==> src/dbtc_defs.vh <==
`ifndef DBTC_DEFS_VH
`define DBTC_DEFS_VH
// Register offsets
`define DBTC_ADDR_W        8
`define DBTC_OFF_DLYCFG3   8'h00
`define DBTC_OFF_CALADR    8'h04
`define DBTC_OFF_STATUS    8'h08
// Delay configuration three fields
`define DBTC_FAW_HI        21
`define DBTC_FAW_LO        16
`define DBTC_RRSB_HI       13
`define DBTC_RRSB_LO       8
`define DBTC_RAS2PC_HI     4
`define DBTC_RAS2PC_LO     0
`define DBTC_DLYCFG3_MASK  32'h003F3F1F
// Calibration address fields
`define DBTC_CBANK_HI      31
`define DBTC_CBANK_LO      29
`define DBTC_CCOL_HI       28
`define DBTC_CCOL_LO       16
`define DBTC_CROW_HI       15
`define DBTC_CROW_LO       0
// Reset values
`define DBTC_DLYCFG3_RST   32'h00000000
`define DBTC_CALADR_RST    32'h00000000
// Geometry
`define DBTC_NBANK         8
`define DBTC_CNT_W         6
`endif

==> src/dbtc_down_cnt.v <==
`include "dbtc_defs.vh"
module dbtc_down_cnt (
  // Clock and reset
  input  wire                   ref_clk,
  input  wire                   reset,
  // Control
  input  wire                   load,
  input  wire [`DBTC_CNT_W-1:0] load_val,
  // Status
  output wire                   busy
);
  reg  [`DBTC_CNT_W-1:0] cnt_ff;
  reg  [`DBTC_CNT_W-1:0] nxt_cnt;

  // Load wins, else count down to zero
  always @* begin
    nxt_cnt = cnt_ff;
    if (load) begin
      nxt_cnt = load_val;
    end else if (cnt_ff != 6'h00) begin
      nxt_cnt = cnt_ff - 6'h01;
    end
  end

  always @(posedge ref_clk) begin
    if (reset) begin
      cnt_ff <= 6'h00;
    end else begin
      cnt_ff <= nxt_cnt;
    end
  end

  assign busy = (cnt_ff != 6'h00);
endmodule

==> src/dbtc_sync.v <==
module dbtc_sync (
  // Clock and reset
  input  wire ref_clk,
  input  wire reset,
  // Asynchronous input and filtered level
  input  wire async_in,
  output reg  level_ff
);
  reg  meta_ff;
  reg  s2_ff;
  reg  s3_ff;

  // Three stages; level moves when stages two and three agree
  always @(posedge ref_clk) begin
    if (reset) begin
      meta_ff  <= 1'b0;
      s2_ff    <= 1'b0;
      s3_ff    <= 1'b0;
      level_ff <= 1'b0;
    end else begin
      meta_ff <= async_in;
      s2_ff   <= meta_ff;
      s3_ff   <= s2_ff;
      if (s2_ff == s3_ff) begin
        level_ff <= s3_ff;
      end
    end
  end
endmodule

==> src/dbtc_top.v <==
// Overview of operation
// - At most four activates in any window of four_activate_window_cycles clocks.
// - Same-bank activates spaced by at least same_bank_activate_spacing clocks.
// - Precharge waits activate_to_precharge_cycles clocks after that bank's activate.
// - Calibration drives bank address from calib_bank_addr, bits 31 to 29.
// - Calibration column comes from calib_column_addr, bits 28 to 16.
// - Calibration row comes from calib_row_addr, bits 15 to 0.
//
// The implementer's own choices: the address map and the address-and-strobe port.
`include "dbtc_defs.vh"
module dbtc_top (
  // Clock and reset
  input  wire                    ref_clk,
  input  wire                    reset,
  // Register port
  input  wire [`DBTC_ADDR_W-1:0] reg_addr,
  input  wire [31:0]             reg_wdata,
  input  wire                    reg_wr,
  input  wire                    reg_rd,
  output reg  [31:0]             reg_rdata_ff,
  // Scheduler issue
  input  wire                    act_issue,
  input  wire                    pre_issue,
  input  wire [2:0]              cmd_bank,
  // Scheduler permits, per bank
  output reg  [7:0]              act_permit_ff,
  output reg  [7:0]              pre_permit_ff,
  // Calibration request, from the calibration engine's clock
  input  wire                    calib_run,
  // Calibration address to memory
  output reg                     calib_active_ff,
  output reg  [2:0]              calib_bank_ff,
  output reg  [12:0]             calib_col_ff,
  output reg  [15:0]             calib_row_ff
);
  // Register map
  //   0x00 delay configuration three, unused bits read zero
  //   0x04 calibration address, all 32 bits kept
  //   0x08 status, violation bits are write one to clear
  //   other addresses read zero and ignore writes
  //
  // Status word
  //   bit 0      activate issued while its permit was low
  //   bit 1      precharge issued while its permit was low
  //   bits 9:2   current precharge permits, one per bank
  //   bit 10     every activate permit low
  //   bit 11     calibration active
  //   bits 31:12 zero
  //
  // Read timing
  //   read data stand only in the cycle after the read strobe
  //   and are zero in every other cycle
  //   no wait states; back to back strobes are taken
  //
  // Permit timing
  //   permits are registered, so the scheduler sees them
  //   one clock after the counters move
  //   every activate drops all activate permits for a cycle
  //   this keeps two activates from landing on adjacent edges
  //   while the counters are still loading
  //   the registered permit makes nonzero bank spacings one clock
  //   longer than programmed and the window two; safe, never shorter
  //
  // Four-activate window
  //   the ages of the last four activates are kept
  //   a new activate enters at age zero and pushes the rest
  //   ages saturate at the top so that old entries never
  //   wrap back into the window
  //   the window is full while the oldest of four is younger
  //   than the programmed window length
  //   a zero window length never fills the window
  //
  // Same-bank and activate-to-precharge spacing
  //   each bank has two down counters loaded on its activate
  //   a counter that is not zero holds that bank's permit low
  //   the load value is trimmed by one for the issue cycle
  //   a zero setting loads zero and adds no wait
  //   the precharge permit of the activated bank also drops
  //   in the issue cycle, so a precharge never follows
  //   its activate on the very next edge
  //
  // Violations
  //   an issue against a low permit is not blocked here;
  //   the scheduler owns the command, this block only records
  //   the flags are sticky until software clears them
  //   a violation in the clearing cycle keeps the flag set
  //
  // Calibration
  //   the run request comes from another clock domain
  //   it passes three flops and counts once two agree
  //   the address outputs load while the request stands
  //   and hold their last value once it drops
  //   writing the calibration address during a run moves the
  //   outputs one clock after the register changes
  //
  // Limitations
  //   the window length is at most 63 clocks
  //   the same-bank spacing is at most 63 clocks
  //   the activate-to-precharge spacing is at most 31 clocks
  //   counts change only on register writes; a write while
  //   a counter runs affects the next activate only
  //   a bank number is taken from the shared command bank
  //   input, so activate and precharge in one cycle must
  //   target the same bank
  //
  // Reset
  //   all registers clear; permits stay low during reset
  //   and open one clock after its release
  //   the read port answers from the first edge after release
  //
  // Outputs
  //   every output is a flop; no combinational path runs
  //   from an input to an output of this block
  //
  // Resources
  //   sixteen six-bit down counters, four six-bit ages,
  //   two 32-bit registers and a four-flop synchroniser
  //

  // Registers
  reg  [31:0] dlycfg3_ff;
  reg  [31:0] caladr_ff;
  reg  [1:0]  wr_err_ff;
  reg  [31:0] nxt_rdata;

  wire [5:0]  four_activate_window_cycles;
  wire [5:0]  same_bank_activate_spacing;
  wire [4:0]  activate_to_precharge_cycles;
  wire [2:0]  calib_bank_addr;
  wire [12:0] calib_column_addr;
  wire [15:0] calib_row_addr;
  wire        calib_lvl;

  assign four_activate_window_cycles  =
    dlycfg3_ff[`DBTC_FAW_HI:`DBTC_FAW_LO];
  assign same_bank_activate_spacing   =
    dlycfg3_ff[`DBTC_RRSB_HI:`DBTC_RRSB_LO];
  assign activate_to_precharge_cycles =
    dlycfg3_ff[`DBTC_RAS2PC_HI:`DBTC_RAS2PC_LO];
  assign calib_bank_addr   = caladr_ff[`DBTC_CBANK_HI:`DBTC_CBANK_LO];
  assign calib_column_addr = caladr_ff[`DBTC_CCOL_HI:`DBTC_CCOL_LO];
  assign calib_row_addr    = caladr_ff[`DBTC_CROW_HI:`DBTC_CROW_LO];

  // Issued commands that broke a permit, seen by status
  wire act_bad;
  wire pre_bad;

  // Register writes and sticky violation flags
  always @(posedge ref_clk) begin
    if (reset) begin
      dlycfg3_ff <= `DBTC_DLYCFG3_RST;
      caladr_ff  <= `DBTC_CALADR_RST;
      wr_err_ff  <= 2'h0;
    end else begin
      if (reg_wr && reg_addr == `DBTC_OFF_DLYCFG3) begin
        dlycfg3_ff <= reg_wdata & `DBTC_DLYCFG3_MASK;
      end
      if (reg_wr && reg_addr == `DBTC_OFF_CALADR) begin
        caladr_ff <= reg_wdata;
      end
      // Write one clears; a new event wins over the clear
      if (reg_wr && reg_addr == `DBTC_OFF_STATUS) begin
        wr_err_ff <= (wr_err_ff & ~reg_wdata[1:0]) | {pre_bad, act_bad};
      end else begin
        wr_err_ff <= wr_err_ff | {pre_bad, act_bad};
      end
    end
  end

  // Read mux; unmapped addresses read zero
  always @* begin
    case (reg_addr)
      `DBTC_OFF_DLYCFG3: nxt_rdata = dlycfg3_ff;
      `DBTC_OFF_CALADR:  nxt_rdata = caladr_ff;
      `DBTC_OFF_STATUS:  nxt_rdata = {20'h00000, calib_active_ff,
                                      act_permit_ff == 8'h00,
                                      pre_permit_ff, wr_err_ff};
      default:           nxt_rdata = 32'h00000000;
    endcase
  end

  always @(posedge ref_clk) begin
    if (reset) begin
      reg_rdata_ff <= 32'h00000000;
    end else if (reg_rd) begin
      reg_rdata_ff <= nxt_rdata;
    end else begin
      reg_rdata_ff <= 32'h00000000;
    end
  end

  // Four-activate window: age of the last four activates
  reg  [5:0] age_ff [0:3];
  reg  [3:0] age_vld_ff;
  integer    k;
  wire       win_full;

  // Oldest of four entries still inside the window blocks a fifth
  assign win_full = (age_vld_ff == 4'hF) &&
                    (age_ff[3] < four_activate_window_cycles);

  always @(posedge ref_clk) begin
    if (reset) begin
      age_vld_ff <= 4'h0;
      for (k = 0; k < 4; k = k + 1) begin
        age_ff[k] <= 6'h00;
      end
    end else begin
      // Age every entry, saturating, retire past the window
      for (k = 0; k < 4; k = k + 1) begin
        if (age_ff[k] != 6'h3F) begin
          age_ff[k] <= age_ff[k] + 6'h01;
        end
      end
      if (act_issue) begin
        // Shift in a new activate at age zero
        age_ff[0]  <= 6'h00;
        // Saturate while shifting so old entries never wrap
        age_ff[1]  <= (age_ff[0] == 6'h3F) ? 6'h3F
                      : age_ff[0] + 6'h01;
        age_ff[2]  <= (age_ff[1] == 6'h3F) ? 6'h3F
                      : age_ff[1] + 6'h01;
        age_ff[3]  <= (age_ff[2] == 6'h3F) ? 6'h3F
                      : age_ff[2] + 6'h01;
        age_vld_ff <= {age_vld_ff[2:0], 1'b1};
      end
    end
  end

  // Per-bank spacing counters
  wire [7:0] rr_busy;
  wire [7:0] rp_busy;
  wire [7:0] bank_hit;

  genvar b;
  generate
    for (b = 0; b < `DBTC_NBANK; b = b + 1) begin : g_bank
      localparam [2:0] BANK_ID = b;
      assign bank_hit[b] = act_issue && (cmd_bank == BANK_ID);
      // Load value minus one counts the issue cycle itself
      dbtc_down_cnt u_rr (
        .ref_clk  (ref_clk),
        .reset    (reset),
        .load     (bank_hit[b]),
        .load_val (same_bank_activate_spacing -
                   ((same_bank_activate_spacing != 6'h00) ? 6'h01
                                                          : 6'h00)),
        .busy     (rr_busy[b])
      );
      dbtc_down_cnt u_rp (
        .ref_clk  (ref_clk),
        .reset    (reset),
        .load     (bank_hit[b]),
        .load_val ({1'b0, activate_to_precharge_cycles} -
                   ((activate_to_precharge_cycles != 5'h00) ? 6'h01
                                                            : 6'h00)),
        .busy     (rp_busy[b])
      );
    end
  endgenerate

  // Issuing against a withdrawn permit is flagged
  assign act_bad = act_issue && !act_permit_ff[cmd_bank];
  assign pre_bad = pre_issue && !pre_permit_ff[cmd_bank];

  // Permits, registered; hold off in the issue cycle itself
  always @(posedge ref_clk) begin
    if (reset) begin
      act_permit_ff <= 8'h00;
      pre_permit_ff <= 8'h00;
    end else begin
      act_permit_ff <= (win_full || act_issue) ? 8'h00
                       : ~rr_busy;
      pre_permit_ff <= ~rp_busy & ~bank_hit;
    end
  end

  // Calibration request crosses in through three flops
  dbtc_sync u_sync (
    .ref_clk  (ref_clk),
    .reset    (reset),
    .async_in (calib_run),
    .level_ff (calib_lvl)
  );

  // Calibration address presented while calibration runs
  always @(posedge ref_clk) begin
    if (reset) begin
      calib_active_ff <= 1'b0;
      calib_bank_ff   <= 3'h0;
      calib_col_ff    <= 13'h0000;
      calib_row_ff    <= 16'h0000;
    end else begin
      calib_active_ff <= calib_lvl;
      if (calib_lvl) begin
        calib_bank_ff <= calib_bank_addr;
        calib_col_ff  <= calib_column_addr;
        calib_row_ff  <= calib_row_addr;
      end
    end
  end
endmodule

==> config.mk <==
export PLATFORM = sky130hd
export DESIGN_NAME = dbtc_top
export DESIGN_NICKNAME = d
export VERILOG_FILES = /design/src/dbtc_down_cnt.v /design/src/dbtc_sync.v /design/src/dbtc_top.v
export VERILOG_INCLUDE_DIRS = /design/src
export SDC_FILE = /design/constraint.sdc
export NUM_CORES = 1
export LEC_CHECK = 0
export BUFFER_PORTS_ARGS = -buffer_cell sky130_fd_sc_hd__buf_2
export CAP_MARGIN = 10
export CORE_MARGIN = 2
export CORE_UTILIZATION = 65
export CTS_BUF_LIST = sky130_fd_sc_hd__clkbuf_8
export DETAILED_ROUTE_END_ITERATION = 6
export PLACE_DENSITY = 0.87
export SLEW_MARGIN = 20
export SYNTH_ARGS = -nofsm -noshare
export SYNTH_HDL_FRONTEND = slang
export SYNTH_SLANG_ARGS = --single-unit
==> constraint.sdc <==
create_clock -name ref_clk -period 4.67 [get_ports ref_clk]
set_clock_uncertainty 0.2 [all_clocks]
set_input_delay 0.7005 -clock ref_clk [delete_from_list [all_inputs] [get_ports ref_clk]]
set_output_delay 0.7005 -clock ref_clk [all_outputs]
set_load 0.03 [all_outputs]
==> results.yml, run 1 <==
status:
  outcome: "completed"
setup_path:
  crit_type: "reg -> reg"
  start_kind: "flop"
  critPathBufInv: 0
  cpMaxStageDelayCell: "xnor2_1"
  required_ps: 4870
  worstPathMaxFanout: 8
  end_kind: "flop"
  slowest_delay_ps: 900
  crit_family: "XOR/XNOR gates"
  crit_chain: "nor4_1, nand2_1, ha_1, ha_1, nor3b_1, xnor2_1, nor2_1, a21oi_1, nor2_1"
  worst_ep_arrival_time_ps: 3190
floorplanning:
  num_io_pins: 131
  die_y_microns: 139
  core_area_sq_um: 17900
  die_x_microns: 139
  fp-row-count: 49
  start_util_pct: 66.0
  die_area_sq_um: 19300
timing:
  fmax_mhz: 335
  setup_violations: 0
  final_max_slew_viol_count: 0
  tns_ps: 0
  post-route-period-util_pct: 64.0
  rsz0062_at_grt: "false"
  hold_violations: 0
  min_period_ps: 2990
  slew_headroom_pct: 20.2
  worstMarginPinSlew_ps: 1190
global_route:
  grt_pass1_vias: 9483
  gr-total-overflow: 0
  grt_usage_pct: 29.0
  antenna_found_initial: 0
  grt_max_degree: 84
  grt_pass1_wl_mm: 46.2
yosys:
  ys_warn_count: 0
  synthMostInstantiatedCell: "nor2_1"
  synth.distinct_cells: 61
  avgSynthCellArea_sq_um: 8.77
  synth_top_area_share_pct: 41.0
  ys_seq_area_share_pct: 45.6
  yosys-top-cells-count: "nor2_1 (246), dfxtp_1 (242), nand2_1 (135)"
  synth-edff-count: 18
  synth_area_leaders: "dfxtp_1 (41%), nor2_1 (7.8%), mux2i_1 (6.2%)"
  syn_area_sq_um: 11800
  synth_flop_cell: "dfxtp_1"
  syn_nets: 1434
  synthArstFlopShare_pct: 0
  ys_ff_latch: 260
  synth.largest_area_cell: "dfxtp_1"
  syn_inst: 1347
placed_design:
  dp_hpwl_mm: 19.3
  port_buffers: 130
  gp_congestion: 0.900
cts:
  cts_root_buffer: "clkbuf_8"
  cts_tree: "done"
  htreeDepth: 2
  clock_latency_ps: 550
  clk_pin_slew_ps: 60
  clock_sinks: 260
  hold_buffers: 0
  cts_buffer_depth: 3
  numCtsBuffers: 41
  cts-resized-gates: 0
  cts_setup_buffers: 0
layout:
  diodes: 0
  fin_nets: 1543
  nFillCells: 1286
  drive_gt1_share_pct: 15.5
  area_growth_pct: 12.8
route:
  dr_total_vias: 9988
  antenna_left: 0
  drt-initial-drc-count: 838
  drcViolationCount: 0
  firstDrtPassIters: 7
  drt-wirelength-per-cell_microns: 16.8
  viasPerCell: 5.82
  wl_mm: 28.8
pwr:
  ir_drop_v: 0.000392
  power_mw: 8.03
  p_leak_nw: 5.65
  power.density_nw_per_um2: 603
run:
  drv_cap: 0
worst_hold_path:
  hold_path.class: "in -> reg"
cell type report:
cell class                 instances  area [sq um]  share of cell area [%]
multi-input combinational        976          5970                    44.8
sequential                       260          5390                    40.4
clock buffer                      52           716                    5.37
timing repair buffer             133           679                    5.10
tap                              229           287                    2.15
inverter                          44           165                    1.24
clock inverter                    21           128                   0.958
cell families (layout without fill, tap and decap cells):
group / Yosys count / count (layout) / synth area share (%)
fa+ha+maj: 37 / 37 / 3.92
simple gates: 575 / 575 / 22.2
buf+inv: 111 / 250 / 4.07
xor+xnor: 93 / 93 / 6.96
flops: 260 / 260 / 45.6
mux: 77 / 77 / 6.95
compound gates: 194 / 194 / 10.3
worst reg2reg max path, stage by stage, from the launching register on:
cell     delay (ps)
dfxtp_1         360
nor4_1          360
nand2_1         100
ha_1            220
ha_1            210
nor3b_1         160
xnor2_1         900
nor2_1          130
a21oi_1         150
nor2_1           50
per-stage QoR:
stage,cell area [sq um],std cells,utilization [%],hold WS [ps],worst slack [ps]
floorplan,11800,1347,-,214,2420
global placement,12500,1642,69.6,218,1660
detailed placement,12500,1642,69.7,229,1550
CTS,13300,1715,74.4,155,1730
global route,13300,1715,74.4,176,1420
finish,13300,1715,74.4,172,1680
flip-flops by register name, summed over array words and instances, names as in the netlist:
| register | count |
|---|---|
| act_permit_ff | 8 |
| age_ff | 24 |
| age_vld_ff | 4 |
| caladr_ff | 32 |
| calib_active_ff | 1 |
| calib_bank_ff | 3 |
| calib_col_ff | 13 |
| calib_row_ff | 16 |
| dlycfg3_ff | 17 |
| g_bank.u_rp.cnt_ff | 48 |
| g_bank.u_rr.cnt_ff | 48 |
| pre_permit_ff | 8 |
| reg_rdata_ff | 32 |
| u_sync.level_ff | 1 |
| u_sync.meta_ff | 1 |
| u_sync.s2_ff | 1 |
| u_sync.s3_ff | 1 |
| wr_err_ff | 2 |
layer usage:
metal / GRT usage (%) / share of wire, % / vias to the layer above
met5: 0 / 0 / -
met3: 4.80 / 8.6 / 73
met4: 11.7 / 3.1 / 0
li1: - / - / 4794
met1: 37.7 / 42 / 4677
met2: 48.4 / 47 / 444
worst paths after layout:
path | start | end | slack (ps) | cells past startpoint
worst max register to register | dlycfg3_ff[10] | g_bank[7].u_rr.cnt_ff[4] | 1680 | 9
worst min register to register | u_sync.meta_ff | u_sync.s2_ff | 240 | 1
worst max-delay path | dlycfg3_ff[10] | g_bank[7].u_rr.cnt_ff[4] | 1680 | 9
worst min-delay path | calib_run | u_sync.meta_ff | 170 | 2
report_power, final:
| group | total (mW) | leakage (nW) | internal [mW] | switching (mW) |
|---|---|---|---|---|
| Clock | 1.95 | 0.483 | 1.06 | 0.889 |
| Combinational | 3.01 | 2.98 | 1.42 | 1.59 |
| Sequential | 3.07 | 2.19 | 2.69 | 0.380 |
layout by cell type, fill, tap and decap left out, types with 3 or more instances in the layout:
| cell | synthesis | final |
|---|---|---|
| nand3_1 | 36 | 36 |
| or3b_1 | 7 | 7 |
| o21a_1 | 4 | 4 |
| ha_1 | 37 | 37 |
| and3_1 | 7 | 7 |
| a211oi_1 | 9 | 9 |
| a21oi_1 | 94 | 94 |
| clkbuf_8 | 0 | 52 |
| a22oi_1 | 29 | 29 |
| dfxtp_1 | 242 | 241 |
| nor2b_1 | 11 | 11 |
| o21ai_0 | 10 | 10 |
| clkinv_2 | 0 | 8 |
| xor2_1 | 40 | 40 |
| and2_1 | 22 | 21 |
| xnor2_1 | 52 | 51 |
| nand2_1 | 135 | 134 |
| buf_4 | 4 | 3 |
| and2_4 | 4 | 4 |
| a31oi_1 | 11 | 11 |
| edfxtp_1 | 18 | 18 |
| inv_1 | 43 | 53 |
| nor3_1 | 46 | 46 |
| o211ai_1 | 12 | 12 |
| mux4_2 | 4 | 4 |
| nand3b_1 | 8 | 8 |
| nor4_1 | 5 | 5 |
| nor2_1 | 246 | 246 |
| mux2i_1 | 73 | 73 |
| o22ai_1 | 4 | 4 |
| nand4_1 | 3 | 3 |
| nor3b_1 | 6 | 5 |
| a311oi_1 | 6 | 6 |
| or2_2 | 4 | 4 |
| or3_1 | 18 | 18 |
| buf_2 | 17 | 129 |
| a22oi_2 | 4 | 4 |
| nand2b_1 | 6 | 6 |
Note: power is estimated with default switching activity, not from simulation.
==> run 2: changes to the inputs <==
Settings changed: CORE_UTILIZATION 65 to 61, PLACE_DENSITY 0.87 to 0.83.
Clock period 4.67 ns to 3 ns, I/O delays scaled along.
==> results.yml, run 2 (synthesized netlist as in run 1, its figures left out) <==
status:
  outcome: "completed"
timing:
  final_max_slew_viol_count: 0
  fmax_mhz: 404
  min_period_ps: 2470
  post-route-period-util_pct: 82.5
  worstMarginPinSlew_ps: 926
  setup_violations: 0
  setup_ws_ps: 525
  hold_violations: 0
  tns_ps: 0
  fin_hold_ws_ps: 153
  rsz0062_at_grt: "false"
  slew_headroom_pct: 37.7
setup_path:
  slowest_delay_ps: 620
  cpMaxStageDelayCell: "o31ai_2"
  critPathBufInv: 0
  end_kind: "flop"
  crit_chain: "ha_1, and2_2, nand4_2, o31ai_2, or2b_1, o22ai_1"
  start_kind: "flop"
  crit_type: "reg -> reg"
  timing.rr.start: "age_ff[0][0]"
  worstPathMaxFanout: 9
  startpoint: "age_ff[0][0]"
  crit_family: "compound AO/OA/AOI/OAI gates"
  worst_ep_arrival_time_ps: 2550
  required_ps: 3070
layout:
  final_core_util_pct: 73.9
  seq_area_sq_um: 5390
  final_cell_count_no_fill: 1807
  reg_top3: "g_bank.u_rp.cnt_ff (48), g_bank.u_rr.cnt_ff (48)"
  layout_commonest_cell: "nor2_1"
  drive_gt1_share_pct: 16.2
  area_growth_pct: 17.7
  nFillCells: 1276
  multi_input_area_sq_um: 5950
  layout_common_cells: "nor2_1 (246), dfxtp_1 (241), nand2_1 (135)"
  diodes: 0
  fin_nets: 1603
global_route:
  antenna_found_initial: 0
  gr-total-overflow: 0
  grt_max_degree: 188
  grt_pass1_wl_mm: 48.1
  grt_pass1_vias: 9629
  grt_usage_pct: 29.2
pwr:
  power.density_nw_per_um2: 912
  ir_drop_v: 0.000529
  p_leak_nw: 5.92
worst_hold_path:
  min_from: "act_issue"
  hold_path.class: "in -> reg"
cts:
  numCtsBuffers: 43
  cts_buffer_depth: 3
  clk_pin_slew_ps: 60
  hold_buffers: 35
  cts_tree: "done"
  clock_sinks: 260
  htreeDepth: 2
  clock_latency_ps: 550
  cts_setup_buffers: 0
  cts_root_buffer: "clkbuf_8"
  cts-resized-gates: 0
floorplanning:
  start_util_pct: 62.7
  fp-row-count: 50
  core_area_sq_um: 18800
  num_io_pins: 131
  die_x_microns: 143
  die_area_sq_um: 20500
  die_y_microns: 143
run:
  drv_cap: 0
placed_design:
  port_buffers: 130
  gp_congestion: 0.882
  dp_slack_ps: 567
  dp_cells: 1696
  dp_hpwl_mm: 19.8
route:
  viasPerCell: 5.66
  drcViolationCount: 0
  antenna_left: 0
  drt-initial-drc-count: 882
  dr_total_vias: 10200
  wl_mm: 30.9
  drt-wirelength-per-cell_microns: 17.1
  firstDrtPassIters: 7
[run 2: metal layers]
layer	part of all wire (%)	GRT usage [%]
met1	42	37.1
met2	47	50.0
met4	2.8	10.4
met3	8.1	5.26
met5	0	0
[run 2: worst reg2reg max path, stage by stage (launching register included)]
cell and delay (ps):
dfxtp_1 390, ha_1 210, and2_2 180, nand4_2 240
o31ai_2 620, or2b_1 250, o22ai_1 110
[run 2: power breakdown]
part	switching, mW	internal [mW]
Combinational	2.53	2.25
Clock	1.44	1.69
Sequential	0.595	4.19
Total	4.56	8.13
[run 2: path summary, 6_finish.rpt]
check	to	slack, ps	depth (start not counted)
min	age_vld_ff[0]	150	3
max reg2reg	age_ff[2][2]	530	6
max	age_ff[2][2]	530	6
min reg2reg	u_sync.level_ff	250	2
[run 2: layout make-up]
type / count / share of cell area, %
Multi-Input combinational cell: 976 / 42.8
Sequential cell: 260 / 38.7
Timing Repair Buffer: 191 / 8.73
Clock buffer: 53 / 5.24
Tap cell: 260 / 2.34
Inverter: 44 / 1.19
Clock inverter: 23 / 1.01
[run 2: per-stage QoR]
| stage | cell area (sq um) | total power, mW |
|---|---|---|
| 6_report | 13900 | 12.7 |
| 5_1_grt | 13900 | 13.5 |
| 4_1_cts | 13900 | 12.6 |
| 3_5_place_dp | 12700 | 9.47 |
| 3_3_place_gp | 12700 | 9.27 |
| 2_1_floorplan | 11800 | 8.63 |
